$ cat config.mk
export PLATFORM = sky130hd
export DESIGN_NAME = msam_mapper
export DESIGN_NICKNAME = d
export VERILOG_FILES = /design/src/hdl/msam_mapper.v
export VERILOG_INCLUDE_DIRS = /design/src /design/src/hdl
export SDC_FILE = /design/constraint.sdc
export NUM_CORES = 1
export LEC_CHECK = 0
export BUFFER_PORTS_ARGS = -buffer_cell sky130_fd_sc_hd__buf_2
export CELL_PAD_IN_SITES_DETAIL_PLACEMENT = 1
export CELL_PAD_IN_SITES_GLOBAL_PLACEMENT = 2
export CORE_MARGIN = 5
export CORE_UTILIZATION = 34
export CTS_CLUSTER_DIAMETER = 50
export DETAILED_ROUTE_END_ITERATION = 7
export HOLD_SLACK_MARGIN = 0.02
export PLACE_DENSITY = 0.84
export SYNTH_ARGS = -nofsm -noshare
export SYNTH_HDL_FRONTEND = slang
export SYNTH_SLANG_ARGS = --single-unit
$ cat constraint.sdc
create_clock -name core_clk -period 11.95 [get_ports core_clk]
set_clock_uncertainty 0.2 [all_clocks]
set_input_delay 1.195 -clock core_clk [delete_from_list [all_inputs] [get_ports core_clk]]
set_output_delay 1.195 -clock core_clk [all_outputs]
set_load 0.01 [all_outputs]
$ cat src/hdl/msam_map.vh
// register offsets, fields, reset values and memory map constants for the access mapper
`ifndef MSAM_MAP_VH
`define MSAM_MAP_VH
// ************************************************************
// register byte offsets on the axi4-lite slave
// ************************************************************
`define MSAM_OFS_RPAGE 12'h000
`define MSAM_OFS_WPAGE 12'h004
`define MSAM_OFS_TPAGE 12'h008
`define MSAM_OFS_CTRL 12'h00c
`define MSAM_OFS_STAT 12'h010
`define MSAM_OFS_CFG0 12'h014
`define MSAM_OFS_TRAP 12'h024
// ************************************************************
// reset values and field positions
// ************************************************************
`define MSAM_PAGE_RST 9'h001
`define MSAM_TPAGE_RST 8'h00
`define MSAM_TPAGE_CFG_BIT 7
`define MSAM_CTRL_BIG_BIT 0
// ************************************************************
// program space map
// ************************************************************
`define MSAM_PC_RESET 24'h000000
`define MSAM_PC_GOTO_ARG 24'h000002
`define MSAM_IVT_LO 24'h000004
`define MSAM_AIVT_LO 24'h000100
`define MSAM_AIVT_HI 24'h0001ff
`define MSAM_VEC_END 24'h000200
`define MSAM_USER_TOP 24'h7fffff
`define MSAM_CFG_SMALL 24'h0157f8
`define MSAM_CFG_LARGE 24'h02abf8
`define MSAM_CFG_WORDS 4
// ************************************************************
// data space map
// ************************************************************
`define MSAM_DS_WIN_BASE 16'h8000
`define MSAM_SFR_TOP 16'h07ff
`define MSAM_RAM_LIN_TOP 16'h77ff
`define MSAM_EXT_MAX_BIG 24'hffffff
`define MSAM_EXT_MAX_SMALL 24'h00ffff
`endif

$ cat src/hdl/msam_mapper.v
// memory space access mapper: program/data address mapping, byte lanes, alignment traps
//
// The placing of the registers and the AXI4-Lite slave port are this design's own decisions.
`timescale 1ns/1ps
// ************************************************************
// Summary of operation
// - 24-bit program address from pc or table
// - user program space limited to lower half
// - program word split lower even, upper odd
// - pc stays even, steps by two
// - reset starts at zero, vectors below 0x200
// - two vector tables flagged by address range
// - config words copied to registers at reset
// - top four flash words hold configuration
// - 16-bit byte data addresses, separate generators
// - low half linear, high half extended window
// - page plus address forms 24-bit effective address
// - program view uses only read page
// - upper ram via window, external port via window only with the large package
// - low byte even, high byte odd
// - post-increment by one byte, two word
// - byte read selects lane, low bits
// - shared word decode, per-lane write strobes
// - odd word access raises address error
// - misaligned write suppressed, trap follows instruction
// - byte load keeps high byte
// - sign and zero extend to sixteen bits
// - read and write page registers reset to one, table page to zero
// - unimplemented special register reads return zero
// ************************************************************
`include "msam_map.vh"
module msam_mapper (
    // clock and reset
    input wire core_clk,
    input wire resetn,
    // axi4-lite write address / data / response
    input wire [11:0] s_axi_awaddr,
    input wire s_axi_awvalid,
    output reg s_axi_awready,
    input wire [31:0] s_axi_wdata,
    input wire [3:0] s_axi_wstrb,
    input wire s_axi_wvalid,
    output reg s_axi_wready,
    output reg [1:0] s_axi_bresp,
    output reg s_axi_bvalid,
    input wire s_axi_bready,
    // axi4-lite read address / data
    input wire [11:0] s_axi_araddr,
    input wire s_axi_arvalid,
    output reg s_axi_arready,
    output reg [31:0] s_axi_rdata,
    output reg [1:0] s_axi_rresp,
    output reg s_axi_rvalid,
    input wire s_axi_rready,
    // program side from cpu
    input wire [22:0] pc_in,
    input wire pc_step,
    input wire pc_down,
    input wire pc_load,
    input wire table_op,
    input wire [15:0] table_offset,
    output reg [23:0] prog_addr_r,
    output reg prog_upper_r,
    output reg prog_cfg_space_r,
    output reg prog_deny_r,
    output reg prog_vector_r,
    output reg prog_alt_vector_r,
    output reg prog_cfg_word_r,
    // config word load from flash
    input wire [15:0] cfg_flash_data,
    output reg [23:0] cfg_fetch_addr_r,
    output reg cfg_loading_r,
    // data read generator
    input wire rd_req,
    input wire rd_byte,
    input wire [15:0] rd_addr,
    input wire rd_post_inc,
    input wire [15:0] rd_mem_data,
    input wire rd_sfr_hit,
    input wire rd_sign_ext,
    input wire rd_zero_ext,
    input wire [15:0] rd_dest_old,
    output reg [23:0] rd_ea_r,
    output reg rd_window_r,
    output reg rd_psv_r,
    output reg rd_ext_port_r,
    output reg [15:0] rd_addr_next_r,
    output reg [15:0] rd_result_r,
    output reg rd_valid_r,
    // data write generator
    input wire wr_req,
    input wire wr_byte,
    input wire [15:0] wr_addr,
    input wire wr_post_inc,
    input wire [15:0] wr_data,
    output reg [23:0] wr_ea_r,
    output reg wr_window_r,
    output reg wr_ext_port_r,
    output reg [1:0] wr_lane_en_r,
    output reg [15:0] wr_data_out_r,
    output reg [15:0] wr_addr_next_r,
    // address error trap
    output reg addr_err_r,
    output reg trap_req_r
);
    // ************************************************************
    // reset synchroniser
    // ************************************************************
    reg rst_meta_r; // first stage, read only by second
    reg rst_sync_r; // released reset, active high when out of reset
    always @(posedge core_clk or negedge resetn) begin
        if (!resetn) begin
            rst_meta_r <= 1'b0;
            rst_sync_r <= 1'b0;
        end else begin
            rst_meta_r <= 1'b1;
            rst_sync_r <= rst_meta_r;
        end
    end
    wire rstn = rst_sync_r;
    // ************************************************************
    // software registers
    // ************************************************************
    reg [9:0] read_page_select_r; // read page
    reg [8:0] write_page_select_r; // write page
    reg [7:0] table_page_select_r; // table page
    reg big_pkg_r; // large memory / package selection
    reg [15:0] cfg_reg_r [0:3]; // configuration word copies
    reg [31:0] trap_count_r; // count of address errors
    // ************************************************************
    // axi4-lite slave; one write and one read outstanding
    // ************************************************************
    reg aw_got_r; // address captured
    reg w_got_r; // data captured
    reg [11:0] aw_addr_r;
    reg [31:0] w_data_r;
    reg [3:0] w_strb_r;
    wire wr_fire = aw_got_r && w_got_r && !s_axi_bvalid;
    always @(posedge core_clk or negedge rstn) begin
        if (!rstn) begin
            s_axi_awready <= 1'b1;
            s_axi_wready <= 1'b1;
            s_axi_bvalid <= 1'b0;
            s_axi_bresp <= 2'h0;
            aw_got_r <= 1'b0;
            w_got_r <= 1'b0;
            aw_addr_r <= 12'h000;
            w_data_r <= 32'h00000000;
            w_strb_r <= 4'h0;
            read_page_select_r <= {1'b0, `MSAM_PAGE_RST};
            write_page_select_r <= `MSAM_PAGE_RST;
            table_page_select_r <= `MSAM_TPAGE_RST;
            big_pkg_r <= 1'b1;
        end else begin
            // capture address and data in either order
            if (s_axi_awvalid && s_axi_awready) begin
                aw_addr_r <= s_axi_awaddr;
                aw_got_r <= 1'b1;
                s_axi_awready <= 1'b0;
            end
            if (s_axi_wvalid && s_axi_wready) begin
                w_data_r <= s_axi_wdata;
                w_strb_r <= s_axi_wstrb;
                w_got_r <= 1'b1;
                s_axi_wready <= 1'b0;
            end
            if (wr_fire) begin
                s_axi_bvalid <= 1'b1;
                s_axi_bresp <= 2'h0;
                aw_got_r <= 1'b0;
                w_got_r <= 1'b0;
                // only the low two lanes carry page values
                case (aw_addr_r)
                    `MSAM_OFS_RPAGE: begin
                        if (w_strb_r[0]) read_page_select_r[7:0] <= w_data_r[7:0];
                        if (w_strb_r[1]) read_page_select_r[9:8] <= w_data_r[9:8];
                    end
                    `MSAM_OFS_WPAGE: begin
                        if (w_strb_r[0]) write_page_select_r[7:0] <= w_data_r[7:0];
                        if (w_strb_r[1]) write_page_select_r[8] <= w_data_r[8];
                    end
                    `MSAM_OFS_TPAGE: begin
                        if (w_strb_r[0]) table_page_select_r <= w_data_r[7:0];
                    end
                    `MSAM_OFS_CTRL: begin
                        if (w_strb_r[0]) big_pkg_r <= w_data_r[`MSAM_CTRL_BIG_BIT];
                    end
                    default: begin
                        s_axi_bresp <= 2'h2; // unmapped or read-only: slverr
                    end
                endcase
            end
            if (s_axi_bvalid && s_axi_bready) begin
                s_axi_bvalid <= 1'b0;
                s_axi_awready <= 1'b1;
                s_axi_wready <= 1'b1;
            end
        end
    end
    // read channel: answer one cycle after address taken
    reg [31:0] rd_mux;
    reg rd_ok;
    always @* begin
        rd_ok = 1'b1;
        case (s_axi_araddr)
            `MSAM_OFS_RPAGE: rd_mux = {22'h000000, read_page_select_r};
            `MSAM_OFS_WPAGE: rd_mux = {23'h000000, write_page_select_r};
            `MSAM_OFS_TPAGE: rd_mux = {24'h000000, table_page_select_r};
            `MSAM_OFS_CTRL: rd_mux = {31'h00000000, big_pkg_r};
            `MSAM_OFS_STAT: rd_mux = {29'h00000000, cfg_loading_r, trap_req_r, addr_err_r};
            12'h014: rd_mux = {16'h0000, cfg_reg_r[0]};
            12'h018: rd_mux = {16'h0000, cfg_reg_r[1]};
            12'h01c: rd_mux = {16'h0000, cfg_reg_r[2]};
            12'h020: rd_mux = {16'h0000, cfg_reg_r[3]};
            `MSAM_OFS_TRAP: rd_mux = trap_count_r;
            default: begin
                rd_mux = 32'h00000000;
                rd_ok = 1'b0;
            end
        endcase
    end
    always @(posedge core_clk or negedge rstn) begin
        if (!rstn) begin
            s_axi_arready <= 1'b1;
            s_axi_rvalid <= 1'b0;
            s_axi_rdata <= 32'h00000000;
            s_axi_rresp <= 2'h0;
        end else begin
            if (s_axi_arvalid && s_axi_arready) begin
                s_axi_rdata <= rd_mux;
                s_axi_rresp <= rd_ok ? 2'h0 : 2'h2;
                s_axi_rvalid <= 1'b1;
                s_axi_arready <= 1'b0;
            end else if (s_axi_rvalid && s_axi_rready) begin
                s_axi_rvalid <= 1'b0;
                s_axi_arready <= 1'b1;
            end
        end
    end
    // ************************************************************
    // configuration word load after reset
    // ************************************************************
    reg [2:0] cfg_idx_r; // word being fetched, 4 = done
    reg cfg_pend_r; // fetch issued, data next cycle
    wire [23:0] cfg_base = big_pkg_r ? `MSAM_CFG_LARGE : `MSAM_CFG_SMALL;
    always @(posedge core_clk or negedge rstn) begin
        if (!rstn) begin
            cfg_idx_r <= 3'h0;
            cfg_pend_r <= 1'b0;
            cfg_loading_r <= 1'b1;
            cfg_fetch_addr_r <= 24'h000000;
            cfg_reg_r[0] <= 16'h0000;
            cfg_reg_r[1] <= 16'h0000;
            cfg_reg_r[2] <= 16'h0000;
            cfg_reg_r[3] <= 16'h0000;
        end else if (cfg_loading_r) begin
            // one word per two cycles: address out, then data back
            if (!cfg_pend_r) begin
                cfg_fetch_addr_r <= cfg_base + {20'h00000, cfg_idx_r[1:0], 1'b0, 1'b0} / 24'h2;
                cfg_pend_r <= 1'b1;
            end else begin
                cfg_reg_r[cfg_idx_r[1:0]] <= cfg_flash_data;
                cfg_pend_r <= 1'b0;
                cfg_idx_r <= cfg_idx_r + 3'h1;
                if (cfg_idx_r == 3'h3) cfg_loading_r <= 1'b0;
            end
        end
    end
    // ************************************************************
    // program address generation
    // ************************************************************
    reg [23:0] pa_nxt;
    always @* begin
        if (table_op)
            pa_nxt = {table_page_select_r, table_offset};
        else if (pc_load)
            pa_nxt = {1'b0, pc_in[22:1], 1'b0};
        else if (pc_step)
            pa_nxt = pc_down ? prog_addr_r - 24'h2 : prog_addr_r + 24'h2;
        else
            pa_nxt = prog_addr_r;
    end
    always @(posedge core_clk or negedge rstn) begin
        if (!rstn) begin
            prog_addr_r <= `MSAM_PC_RESET;
            prog_upper_r <= 1'b0;
            prog_cfg_space_r <= 1'b0;
            prog_deny_r <= 1'b0;
            prog_vector_r <= 1'b0;
            prog_alt_vector_r <= 1'b0;
            prog_cfg_word_r <= 1'b0;
        end else begin
            prog_addr_r <= pa_nxt;
            prog_upper_r <= pa_nxt[0];
            // only tables with page bit 7 may reach upper half
            prog_cfg_space_r <= table_op && table_page_select_r[`MSAM_TPAGE_CFG_BIT];
            prog_deny_r <= !table_op && (pa_nxt > `MSAM_USER_TOP);
            prog_vector_r <= pa_nxt < `MSAM_VEC_END;
            prog_alt_vector_r <= pa_nxt >= `MSAM_AIVT_LO && pa_nxt <= `MSAM_AIVT_HI;
            prog_cfg_word_r <= pa_nxt >= cfg_base && pa_nxt < cfg_base + 24'h8;
        end
    end
    // ************************************************************
    // data address generation and alignment check
    // ************************************************************
    wire rd_misalign = rd_req && !rd_byte && rd_addr[0];
    wire wr_misalign = wr_req && !wr_byte && wr_addr[0];
    wire rd_win = rd_addr[15];
    wire wr_win = wr_addr[15];
    // page bit 9 of the read page selects the program view
    wire rd_psv = rd_win && read_page_select_r[9];
    wire [23:0] rd_ea = {rd_win ? read_page_select_r[8:0] : 9'h000, rd_addr[14:0]};
    wire [23:0] wr_ea = wr_win ? {write_page_select_r, wr_addr[14:0]} : {8'h00, wr_addr};
    wire [23:0] ext_max = big_pkg_r ? `MSAM_EXT_MAX_BIG : `MSAM_EXT_MAX_SMALL;
    reg [7:0] rd_lane;
    reg [15:0] rd_res;
    always @* begin
        rd_lane = rd_addr[0] ? rd_mem_data[15:8] : rd_mem_data[7:0];
        // unimplemented special registers read as zero
        if (!rd_win && rd_addr <= `MSAM_SFR_TOP && !rd_sfr_hit)
            rd_res = 16'h0000;
        else if (!rd_byte)
            rd_res = rd_mem_data;
        else if (rd_sign_ext)
            rd_res = {{8{rd_lane[7]}}, rd_lane};
        else if (rd_zero_ext)
            rd_res = {8'h00, rd_lane};
        else
            rd_res = {rd_dest_old[15:8], rd_lane};
    end
    always @(posedge core_clk or negedge rstn) begin
        if (!rstn) begin
            rd_ea_r <= 24'h000000;
            rd_window_r <= 1'b0;
            rd_psv_r <= 1'b0;
            rd_ext_port_r <= 1'b0;
            rd_addr_next_r <= 16'h0000;
            rd_result_r <= 16'h0000;
            rd_valid_r <= 1'b0;
            wr_ea_r <= 24'h000000;
            wr_window_r <= 1'b0;
            wr_ext_port_r <= 1'b0;
            wr_lane_en_r <= 2'h0;
            wr_data_out_r <= 16'h0000;
            wr_addr_next_r <= 16'h0000;
            addr_err_r <= 1'b0;
            trap_req_r <= 1'b0;
            trap_count_r <= 32'h00000000;
        end else begin
            rd_ea_r <= rd_ea;
            rd_window_r <= rd_win;
            rd_psv_r <= rd_psv;
            // window pages past internal ram go to the external port, outside the program view and only with the large package
            rd_ext_port_r <= rd_win && !rd_psv && |rd_ea[23:17] && rd_ea <= ext_max;
            rd_addr_next_r <= rd_post_inc ? rd_addr + (rd_byte ? 16'h1 : 16'h2) : rd_addr;
            rd_result_r <= rd_res;
            rd_valid_r <= rd_req;
            wr_ea_r <= wr_ea;
            wr_window_r <= wr_win;
            wr_ext_port_r <= wr_win && |wr_ea[23:17] && wr_ea <= ext_max;
            // byte writes hit one lane, misaligned words none
            if (!wr_req || wr_misalign)
                wr_lane_en_r <= 2'h0;
            else if (wr_byte)
                wr_lane_en_r <= wr_addr[0] ? 2'h2 : 2'h1;
            else
                wr_lane_en_r <= 2'h3;
            wr_data_out_r <= wr_byte ? {wr_data[7:0], wr_data[7:0]} : wr_data;
            wr_addr_next_r <= wr_post_inc ? wr_addr + (wr_byte ? 16'h1 : 16'h2) : wr_addr;
            addr_err_r <= rd_misalign || wr_misalign;
            // trap taken after the instruction, one cycle later
            trap_req_r <= addr_err_r;
            if (addr_err_r)
                trap_count_r <= trap_count_r + 32'h1;
        end
    end
endmodule

## After elaboration in Yosys (flattened, before gate mapping)

Cells that the tools add are included.

| word-level totals | value |
|---|---|
| bits in registers | 374 |
| input port bits | 215 |

| operators by class | value |
|---|---|
| add/subtract/negate cells | 8 |
| $lt $le $gt $ge | 11 |
| equal/unequal tests | 13 |
| multiplexer cells | 46 |
| bitwise operators | 2 |
| reductions and logical operators | 54 |

Operators with widths:

| kind | number |
|---|---|
| one-hot mux 32 bit (10 select lines) | 1 |
| 2-to-1 mux 24 bit | 6 |
| 2-to-1 mux 16 bit | 8 |
| bitwise mux 64 bit | 1 |
| equality test 12 x 4 -> 1 bit, second input constant | 4 |
| equality test 12 x 5 -> 1 bit, second input constant | 4 |
| less-or-equal comparator 24 bit | 2 |
| adder 16 x 2 -> 16 bit | 2 |
| adder 32 x 1 -> 32 bit, second input constant | 1 |
| demux 16 bit (select 2 bit) | 1 |
| adder 24 x 2 -> 24 bit, second input constant | 1 |
| equality test 12 x 3 -> 1 bit, second input constant | 2 |
| equality test 12 x 6 -> 1 bit, second input constant | 2 |
| greater-or-equal comparator 24 x 18 -> 1 bit | 1 |
| greater-or-equal comparator 24 x 9 -> 1 bit, second input constant | 1 |
| > comparator 24 x 23 -> 1 bit, second input constant | 1 |
| less-or-equal comparator 24 x 9 -> 1 bit, second input constant | 1 |
| logical AND 1 bit | 24 |
| zero test 12 bit | 2 |
| < comparator 24 x 10 -> 1 bit, second input constant | 1 |
| < comparator 24 x 19 -> 1 bit | 1 |
| subtractor 24 x 2 -> 24 bit, second input constant | 1 |
| adder 18 x 3 -> 19 bit | 1 |
| adder 18 x 4 -> 19 bit, second input constant | 1 |
| 20 further kinds | 64 |

## Logic depth before layout (Yosys ltp)

Gate-level depths: netlist of run 1.

| depth | value |
|---|---|
| word-level depth | 7 |
| gate-level depth with buffers | 13 |
| depth with buffers taken out | 13 |

## Worst setup path before layout of run 1

OpenSTA, ideal clock, no wires.

| timing path | value |
|---|---|
| path kind | input-to-reg |
| from | input pc_load |
| to | register prog_cfg_word_r |
| library setup time | 0.131 ns |
| arrival time | 3.760 ns |
| slack | 7.859 ns |
| cell stages on the path | 13 |
| buffers on the path | 3 |
| path through | clkbuf_1 or2_2 clkbuf_1 clkbuf_1 o22ai_1 o21ai_0 nand3_1 a311oi_1 ha_1 and3_1 and3_1 a221oi_1 nor4b_2 |

| on the way | value |
|---|---|
| word-level cells in the longest chain between the ends | 4 |
| elaborated cells between the ends (all ways) | 5 |

RTL lines:

| item | RTL line | RTL |
|---|---|---|
| start, declared | msam_mapper.v:59 | `input wire pc_load,` |
| 2-to-1 mux 24 bit * | msam_mapper.v:276 | `else if (pc_load)` |
| 2-to-1 mux 24 bit * | msam_mapper.v:274 | `if (table_op)` |
| via pa_nxt[10] | msam_mapper.v:272 | `reg [23:0] pa_nxt;` |
| greater-or-equal comparator 24 x 18 -> 1 bit or < comparator 24 x 19 -> 1 bit (tied branches) | msam_mapper.v:300 | `prog_cfg_word_r <= pa_nxt >= cfg_base && pa_nxt < cfg_base + 24'h8;` |
| logical AND 1 bit * | msam_mapper.v:300 |  |
| end signal, assigned | msam_mapper.v:300 |  |
| end, declared | msam_mapper.v:68 | `output reg prog_cfg_word_r,` |

The timed path passes the listed nets; every way through them passes the cells marked *.
A chain may end at the register's enable or synchronous reset.

## Worst setup path in the final report of run 1

| timing path | value |
|---|---|
| from | input pc_down |
| to | register prog_cfg_word_r |

| on the way | value |
|---|---|
| word-level cells in the longest chain between the ends | 6 |
| elaborated cells between the ends (all ways) | 7 |

RTL lines:

| item | RTL line | RTL |
|---|---|---|
| start, declared | msam_mapper.v:58 | `input wire pc_down,` |
| 2-to-1 mux 24 bit * | msam_mapper.v:279 | `pa_nxt = pc_down ? prog_addr_r - 24'h2 : prog_addr_r + 24'h2;` |
| 2-to-1 mux 24 bit * | msam_mapper.v:278 | `else if (pc_step)` |
| 2-to-1 mux 24 bit * | msam_mapper.v:276 |  |
| 2-to-1 mux 24 bit * | msam_mapper.v:274 |  |
| via pa_nxt[11] | msam_mapper.v:272 |  |
| greater-or-equal comparator 24 x 18 -> 1 bit or < comparator 24 x 19 -> 1 bit (tied branches) | msam_mapper.v:300 |  |
| logical AND 1 bit * | msam_mapper.v:300 |  |

Marked as above.

==> results of run 1 <==
==> final cells by class <==
type | instances | share of cell area (%)
Antenna cell | 7 | 0.0865
Clock buffer | 67 | 6.84
Tap cell | 615 | 3.80
Sequential cell | 352 | 43.6
Multi-Input combinational cell | 964 | 34.3
Clock inverter | 20 | 0.865
Inverter | 27 | 0.501
Timing Repair Buffer | 400 | 10.1
==> metal layers <==
layer | track usage [%] | part of all wire, %
met2 | 33.7 | 49
met4 | 6.71 | 2.7
met5 | 0 | 0.16
met1 | 24.3 | 41
met3 | 5.68 | 6.6
==> worst paths after layout <==
path | from | to | slack, ns | cells after the start
setup / recovery | pc_down | prog_cfg_word_r | 7.21 | 13
hold / removal | rst_meta_r | rst_sync_r | 0.15 | 0
setup reg to reg | prog_addr_r[1] | prog_cfg_word_r | 8.08 | 12
hold reg to reg | rst_meta_r | rst_sync_r | 0.15 | 0
max in group asynchronous | rst_sync_r | read_page_select_r[3] | 8.94 | 2
min in group asynchronous | resetn | rst_sync_r | 0.19 | 1
==> registers in the layout, indices dropped and copies added, names as in the netlist, 2 cells and up <==
signal / flops
w_data_r: 10
trap_count_r: 32
rd_result_r: 16
w_strb_r: 2
wr_addr_next_r: 16
table_page_select_r: 8
write_page_select_r: 9
s_axi_rdata: 32
wr_data_out_r: 16
rd_ea_r: 24
aw_addr_r: 12
cfg_fetch_addr_r: 5
prog_addr_r: 24
cfg_idx_r: 3
wr_ea_r: 24
read_page_select_r: 10
rd_addr_next_r: 16
wr_lane_en_r: 2
cfg_reg_r: 64
==> placed cells by master (no fill, tap or decap), types with 25 or more instances in the layout <==
master     count
buf_2        390
dfrtp_1      344
mux2_2       129
nand2_1      110
a21oi_1       85
nor2_1        65
ha_1          58
o21ai_0       56
nand3_1       53
xnor2_1       52
clkbuf_16     49
inv_1         26
a21o_1        26
and2_1        25
==> critical path, cell delays in order <==
cell and delay [ns]:
buf_2 0.47, inv_1 0.23, fa_1 0.48, nand2b_1 0.22, a211oi_1 0.43, o21ai_0 0.18, and4b_1 0.20, nor3_1 0.49
ha_1 0.36, and3_1 0.17, and3_1 0.17, a221oi_1 0.30, nor4b_2 0.09
==> cell families (layout without fill, tap and decap cells) <==
family	after synthesis	in the layout
simple gates	385	385
flops	352	352
xor+xnor	70	70
buf+inv	105	514
fa+ha+maj	61	61
other cells	2	17
mux	137	137
compound gates	301	301
==> per-stage QoR <==
step	worst slack [ns]	instances	instance area, sq um	util, %
2_1_floorplan	1.23	1421	16200	-
3_3_place_gp	6.64	2358	18700	39.3
3_5_place_dp	6.58	2358	18700	39.3
4_1_cts	7.20	2445	20200	42.6
5_1_grt	6.91	2448	20200	42.6
6_report	7.21	2452	20200	42.7
==> power by group through the flow <==
stage	clock (W)	combinational (W)	sequential, W
floorplan	0	0.000239	0.00141
global placement	0	0.000416	0.00139
detailed placement	0	0.000432	0.00140
CTS	0.00142	0.000435	0.00138
global route	0.00148	0.000476	0.00140
finish	0.00138	0.000430	0.00138
==> results.md, run 1 <==
- First-pass GRT wire length: 83100 um
- Vias per inst: 5.21
- Max Clk Rate: 211 MHz
- Power Internal: 0.00231 W
- Fillers: 5281
- Post-synth ARST share: 100%
- Hold_buf cts: 0
- Final GP Congestion: 0.849
- Vias in the first global route: 14200
- Yosys top cell area share: 53.3%
- Status: completed
- Setup TNS: 0 ns
- NumNets Final: 2068
- Fin crit period: 4.74 ns
- Share of power burned in registers: 43.3%
- Overall power: 0.00320 W
- CTS Buf Count: 47
- Clk network pwr share: 43.3%
- Core Rows: 80
- Min-delay worst type: reg -> reg
- Maximum vdd ir drop: 0.124 mV
- CTS sink cnt: 352
- Switching Share: 27.8%
- Switching Power: 0.000888 W
- Syn_area_per_cell: 11.5 sq um
- Register area share after synthesis: 54.4%
- Critical Path AT: 4.98 ns
- Gr ovfl total: 0
- Synth warn: 0
- Core area: 0.0474 sq mm
- Unrepaired setup endpoints after global routing: false
- Clk pin slew, worst setup/hold paths: 0.06 ns
- Die span in y: 228 um
- Post-synth EDFFs: 0
- Full die area: 0.0521 sq mm
- Ys flop type: dfrtp_1
- Worst-path fanout max: 25
- Syn Inst Count: 1413
- Layout cells sized above 1: 34.4%
- Synth cell count leaders: dfrtp_1, mux2_2, nand2_1
- Initial antenna violation count: 12
- Area grow syn2layout: 25.0%
- DP Wirelength: 38800 um
- Worst setup EP type: flip-flop
- I/O Buffers: 390
- WS Path Type: in -> reg
- CTS tree: done
- Wire per inst: 21.5 um
- Largest family of logic cells by synthesized area: compound AO/OA/AOI/OAI gates
- Netlist cell types: 66
- Hold Fails Final Rpt: 0
- Drt pass-1 iters: 5
- Power Dens Cells: 158 mW/mm^2
- Clock latency on the worst-skew pair: 0.58 ns
- DRT Wirelength: 52700 um
- Max_cap viols: 0
- Vias post-DR: 12800
- Multi-input logic area: 0.00694 sq mm
- Top cells by area, synth: dfrtp_1, mux2_2, ha_1, xnor2_1, a21oi_1
- LEAKAGE: 9.78 nW
- Die Wd: 228 um
- Final setup violation count: 0
- Relative slew slack: 22.0%
- Post-CTS setup buffer count: 0
- I/O Pins: 433
- ANT nets after route: 0
- Largest net degree at the start of global routing: 164
- H-tree levels: 2
- DRC viols: 0
- Synth Area in Simple Gates: 12.2%
- Initial Util: 34.1%
- Adder-Cell Fraction of Synth Area: 4.85%
- Worst setup SP type: input pin
- Post-synthesis compound-gate area fraction: 12.3%
- WP data required: 12.19 ns
- Tcrit/Tclk final: 39.7%
- Hold WS: 0.153 ns
- Multiplexer share of the synthesized area: 9.46%
- Register area: 0.00882 sq mm
- Max-slew violation count: 0
- Mapped Area: 0.0162 sq mm
- Initial DRC Count: 648
- Clock Root Buffer: clkbuf_16
- Yosys top cell by area: dfrtp_1
- Worst Tran Pin Value: 1.17 ns
- Top-count cell post-synth: dfrtp_1
- Post-CTS Resized: 0
- Combinational Power Share: 13.5%
- Post-Synth XOR/XNOR Area: 3.78%
- Clock Path Buffers: 3
- GRT Total Usage: 19.8%
- Synthesized flop and latch total: 352
No activity file was read; power rests on OpenSTA's default activity.
==> run 2: changes to the inputs <==
--- a/config.mk
+++ b/config.mk
@@ -6,15 +6,16 @@
 export SDC_FILE = /design/constraint.sdc
 export NUM_CORES = 1
 export LEC_CHECK = 0
+export ABC_AREA = 1
 export BUFFER_PORTS_ARGS = -buffer_cell sky130_fd_sc_hd__buf_2
 export CELL_PAD_IN_SITES_DETAIL_PLACEMENT = 1
 export CELL_PAD_IN_SITES_GLOBAL_PLACEMENT = 2
 export CORE_MARGIN = 5
-export CORE_UTILIZATION = 34
+export CORE_UTILIZATION = 31
 export CTS_CLUSTER_DIAMETER = 50
 export DETAILED_ROUTE_END_ITERATION = 7
 export HOLD_SLACK_MARGIN = 0.02
-export PLACE_DENSITY = 0.84
+export PLACE_DENSITY = 0.83
 export SYNTH_ARGS = -nofsm -noshare
 export SYNTH_HDL_FRONTEND = slang
 export SYNTH_SLANG_ARGS = --single-unit
==> constraint.sdc (replaced) <==
create_clock -name core_clk -period 4.9 [get_ports core_clk]
set_clock_uncertainty 0.2 [all_clocks]
set_input_delay 0.49 -clock core_clk [delete_from_list [all_inputs] [get_ports core_clk]]
set_output_delay 0.49 -clock core_clk [all_outputs]
set_load 0.01 [all_outputs]
==> run 2 against run 1 <==
Compared with the run above:
- worst setup slack got worse by 5.9 ns
- global-route usage up 0.43 points
- final cell count grew 36%
- synthesized cell count grew 44%
- combinational power rose to 3.1 times the previous value
- largest cell class unchanged
- flip-flop and latch count did not move
- wire length increased by 19%
- non-clock buffer count is 120 higher
- sequential share of layout area decreased by 4.8 points
- first-iteration DRC count rose by 23%
==> results.md, run 2 <==
- Status: completed
- H-tree levels: 2 (unchanged)
- CTS sink cnt: 352 (unchanged)
- Hold Fails Final Rpt: 0 (unchanged)
- Hold_buf cts: 117 (+117)
- Clk network pwr share: 43.7% (+0.4 points)
- Mapped Area: 0.0172 sq mm (+6.4%)
- Clock latency on the worst-skew pair: 0.57 ns (about the same)
- Critical Path AT: 3.93 ns (-1.05 ns)
- DP Wirelength: 45800 um (+18%)
- Clock Root Buffer: clkbuf_16
- Slowest-stage cell, CP: dfrtp_1
- Post-synthesis compound-gate area fraction: 10.4% (-1.9 points)
- Top cells by area, synth: dfrtp_1, nand2_1, inv_1, o21ai_0, ha_1
- Switching Share: 29.2% (+1.5 points)
- CP Cell Sequence: inv_1 > fa_1 > inv_1 > nand3_1 > nand2_1 > nand2_1 > nand4_1 > nand3_1 > nand2_1 > nand2_1 > nand2_1 > inv_1 > ha_1 > a21o_1 > a221oi_1 > a21oi_1 > nor2_1 > nand3_1 > nor2_1
- Final setup violation count: 0 (unchanged)
- Setup TNS: 0 ns (unchanged)
- ANT nets after route: 0 (unchanged)
- GRT Total Usage: 20.3% (+0.43 points)
- Max Clk Rate: 275 MHz
- Register area share after synthesis: 51.2% (-3.3 points)
- Ys flop type: dfrtp_1
- Syn_area_per_cell: 8.47 sq um (-26%)
- Gr ovfl total: 0 (unchanged)
- Synth Area in Simple Gates: 21.9% (+9.7 points)
- Yosys top cell by area: dfrtp_1
- Vias post-DR: 15700 (+23%)
- Critical path depth: 19 (+6)
- Post-CTS setup buffer count: 0 (unchanged)
- Vias per inst: 4.72 (-9.4%)
- CTS tree: done
- Post-Synth XOR/XNOR Area: 3.10% (-0.69 points)
- NumNets Final: 2817 (+36%)
- Commonest non-fill, non-tap cell in the layout: nand2_1
- LEAKAGE: 12.2 nW (+25%)
- Crit-path most repeated cell: nand2_1
- Initial Util: 31.3% (-2.9 points)
- Die Wd: 246 um (+7.7%)
- Power Internal: 0.00594 W (+160%)
- Synth cell count leaders: nand2_1, dfrtp_1, inv_1
- Initial DRC Count: 796 (+23%)
- Max-slew violation count: 0 (unchanged)
- DRC viols: 0 (unchanged)
- Most flops, register: cfg_reg_r
- Top-count cell post-synth: nand2_1
- Largest net degree at the start of global routing: 105 (-36%)
- I/O Buffers: 390 (unchanged)
- Tcrit/Tclk final: 74.1%
- Post-synth EDFFs: 0 (unchanged)
- Post-CTS Resized: 0 (unchanged)
- Power Dens Cells: 369 mW/mm^2 (+130%)
- Layout cells sized above 1: 21.2% (-13 points)
- Worst setup EP type: flip-flop
- Full die area: 0.0604 sq mm (+16%)
- Netlist cell types: 58 (-12%)
- Clk pin slew, worst setup/hold paths: 0.06 ns (about the same)
- Relative slew slack: 28.4% (+6.4 points)
- Initial antenna violation count: 8 (-4)
- I/O Pins: 433 (unchanged)
- Fin crit period: 3.63 ns
- Max_cap viols: 0 (unchanged)
- Core Rows: 86 (+7.5%)
- Fillers: 6679 (+26%)
- WP buf/inv: 3 (+1)
- Kind of cell adding the most delay to the critical path: simple AND/OR/NAND/NOR gates
- First-pass GRT wire length: 97200 um (+17%)
- Worst Tran Pin Value: 1.07 ns (-0.0942 ns)
- Wire per inst: 18.7 um (-13%)
- Worst-path fanout max: 6 (-76%)
- Multiplexer share of the synthesized area: 0.0581% (-9.4 points)
- Maximum vdd ir drop: 0.233 mV (+88%)
- Yosys top cell area share: 50.1% (-3.2 points)
- Combinational Power Share: 16.1% (+2.6 points)
- Clock Path Buffers: 3 (unchanged)
- Min-delay worst type: in -> reg
- Post-Place Cells: 3123 (+32%)
- Share of power burned in registers: 40.2% (-3.1 points)
- Synthesized flop and latch total: 352 (unchanged)
- Post-synth ARST share: 100% (unchanged)
- Commonest cells after routing, fill and taps aside: nand2_1, buf_2, dfrtp_1, inv_1, o21ai_0
- Drt pass-1 iters: 5 (unchanged)
- Area grow syn2layout: 32.0%
- Syn Inst Count: 2035 (+44%)
- Worst setup SP type: flip-flop
- CTS Buf Count: 47 (unchanged)
- Adder-Cell Fraction of Synth Area: 4.56% (-0.29 points)
- Switching Power: 0.00245 W (+180%)
- WS Path Type: reg -> reg
- R2r worst-path depth: 19 (+7)
- Core area: 0.0551 sq mm (+16%)
- Max reg flops: 64 (unchanged)
- Synth warn: 0 (unchanged)
- Largest family of logic cells by synthesized area: simple AND/OR/NAND/NOR gates
- DRT Wirelength: 62400 um (+19%)
- Hold Path Depth: 3 (+3)
- Registers with the most flip-flops: cfg_reg_r: 64 flops, s_axi_rdata: 32 flops, trap_count_r: 32 flops
- Largest stage delay on the critical path: 0.48 ns (about the same)
- Final GP Congestion: 0.870 (+2.5%)
- Vias in the first global route: 17000 (+20%)
- Non-filler cells, final: 3332 (+36%)
- Die span in y: 246 um (+7.7%)
- WP data required: 5.20 ns (-6.99 ns)
- Unrepaired setup endpoints after global routing: false
==> run 2: layer usage <==
metal | track usage (%) | up-vias | part of all wire, %
li1 | - | 7487 | -
met1 | 25.6 | 7751 | 42
met2 | 35.1 | 364 | 50
met3 | 3.96 | 118 | 5.4
met4 | 6.50 | 4 | 3.2
met5 | 0 | - | 0.056
==> run 2: worst paths after layout <==
kind | start | end | slack, ns
max reg2reg | prog_addr_r[1] | prog_cfg_word_r | 1.27
max | prog_addr_r[1] | prog_cfg_word_r | 1.27
min in group asynchronous | rst_sync_r | s_axi_rdata[9] | 0.20
max in group asynchronous | rst_sync_r | wr_data_out_r[13] | 3.15
min | cfg_flash_data[10] | cfg_reg_r[10] | 0.05
min reg2reg | rst_meta_r | rst_sync_r | 0.15
==> run 2: logic make-up (layout without fill, tap and decap cells) <==
family	Yosys count	in the layout
compound gates	308	308
xor+xnor	61	61
fa+ha+maj	61	61
buf+inv	378	913
flops	352	352
mux	1	1
other cells	2	16
simple gates	872	872
==> run 2: final cells by class <==
class,count,area (sq um),share of cell area [%]
repair buffers,520,3250,14.3
clock inverters,26,364,1.60
diodes,6,15.0,0.0660
clock buffers,60,1300,5.70
well taps,748,936,4.11
inverters,307,1150,5.06
flip-flops and latches,352,8820,38.8
multi-input cells,1313,6930,30.4
==> run 2: per-stage QoR <==
stage	cell area (sq um)	hold WS (ns)	power (W)	utilization, %	setup WS (ns)
after detailed placement	19900	0.0801	0.00469	36.1	0.979
after global routing	22700	0.0406	0.00885	41.3	0.957
after floorplan	17300	-0.00559	0.00415	-	1.23
final	22800	0.0475	0.00840	41.3	1.27
after CTS	22700	0.0230	0.00849	41.3	1.24
after global placement	19900	0.0802	0.00463	36.1	1.02
==> run 2: worst reg2reg max path, stage by stage, from the launching register on <==
cell,delay (ns)
dfrtp_1,0.48
inv_1,0.10
fa_1,0.45
inv_1,0.14
nand3_1,0.11
nand2_1,0.19
nand2_1,0.10
nand4_1,0.08
nand3_1,0.12
nand2_1,0.10
nand2_1,0.05
nand2_1,0.07
inv_1,0.06
ha_1,0.29
a21o_1,0.16
a221oi_1,0.41
a21oi_1,0.13
nor2_1,0.10
nand3_1,0.10
nor2_1,0.12
==> run 2: power by group through the flow <==
stage	sequential, W	combinational [W]	clock, W
2_1_floorplan	0.00345	0.000700	0
3_3_place_gp	0.00340	0.00123	0
3_5_place_dp	0.00342	0.00127	0
4_1_cts	0.00337	0.00136	0.00376
5_1_grt	0.00341	0.00153	0.00391
6_report	0.00337	0.00135	0.00367
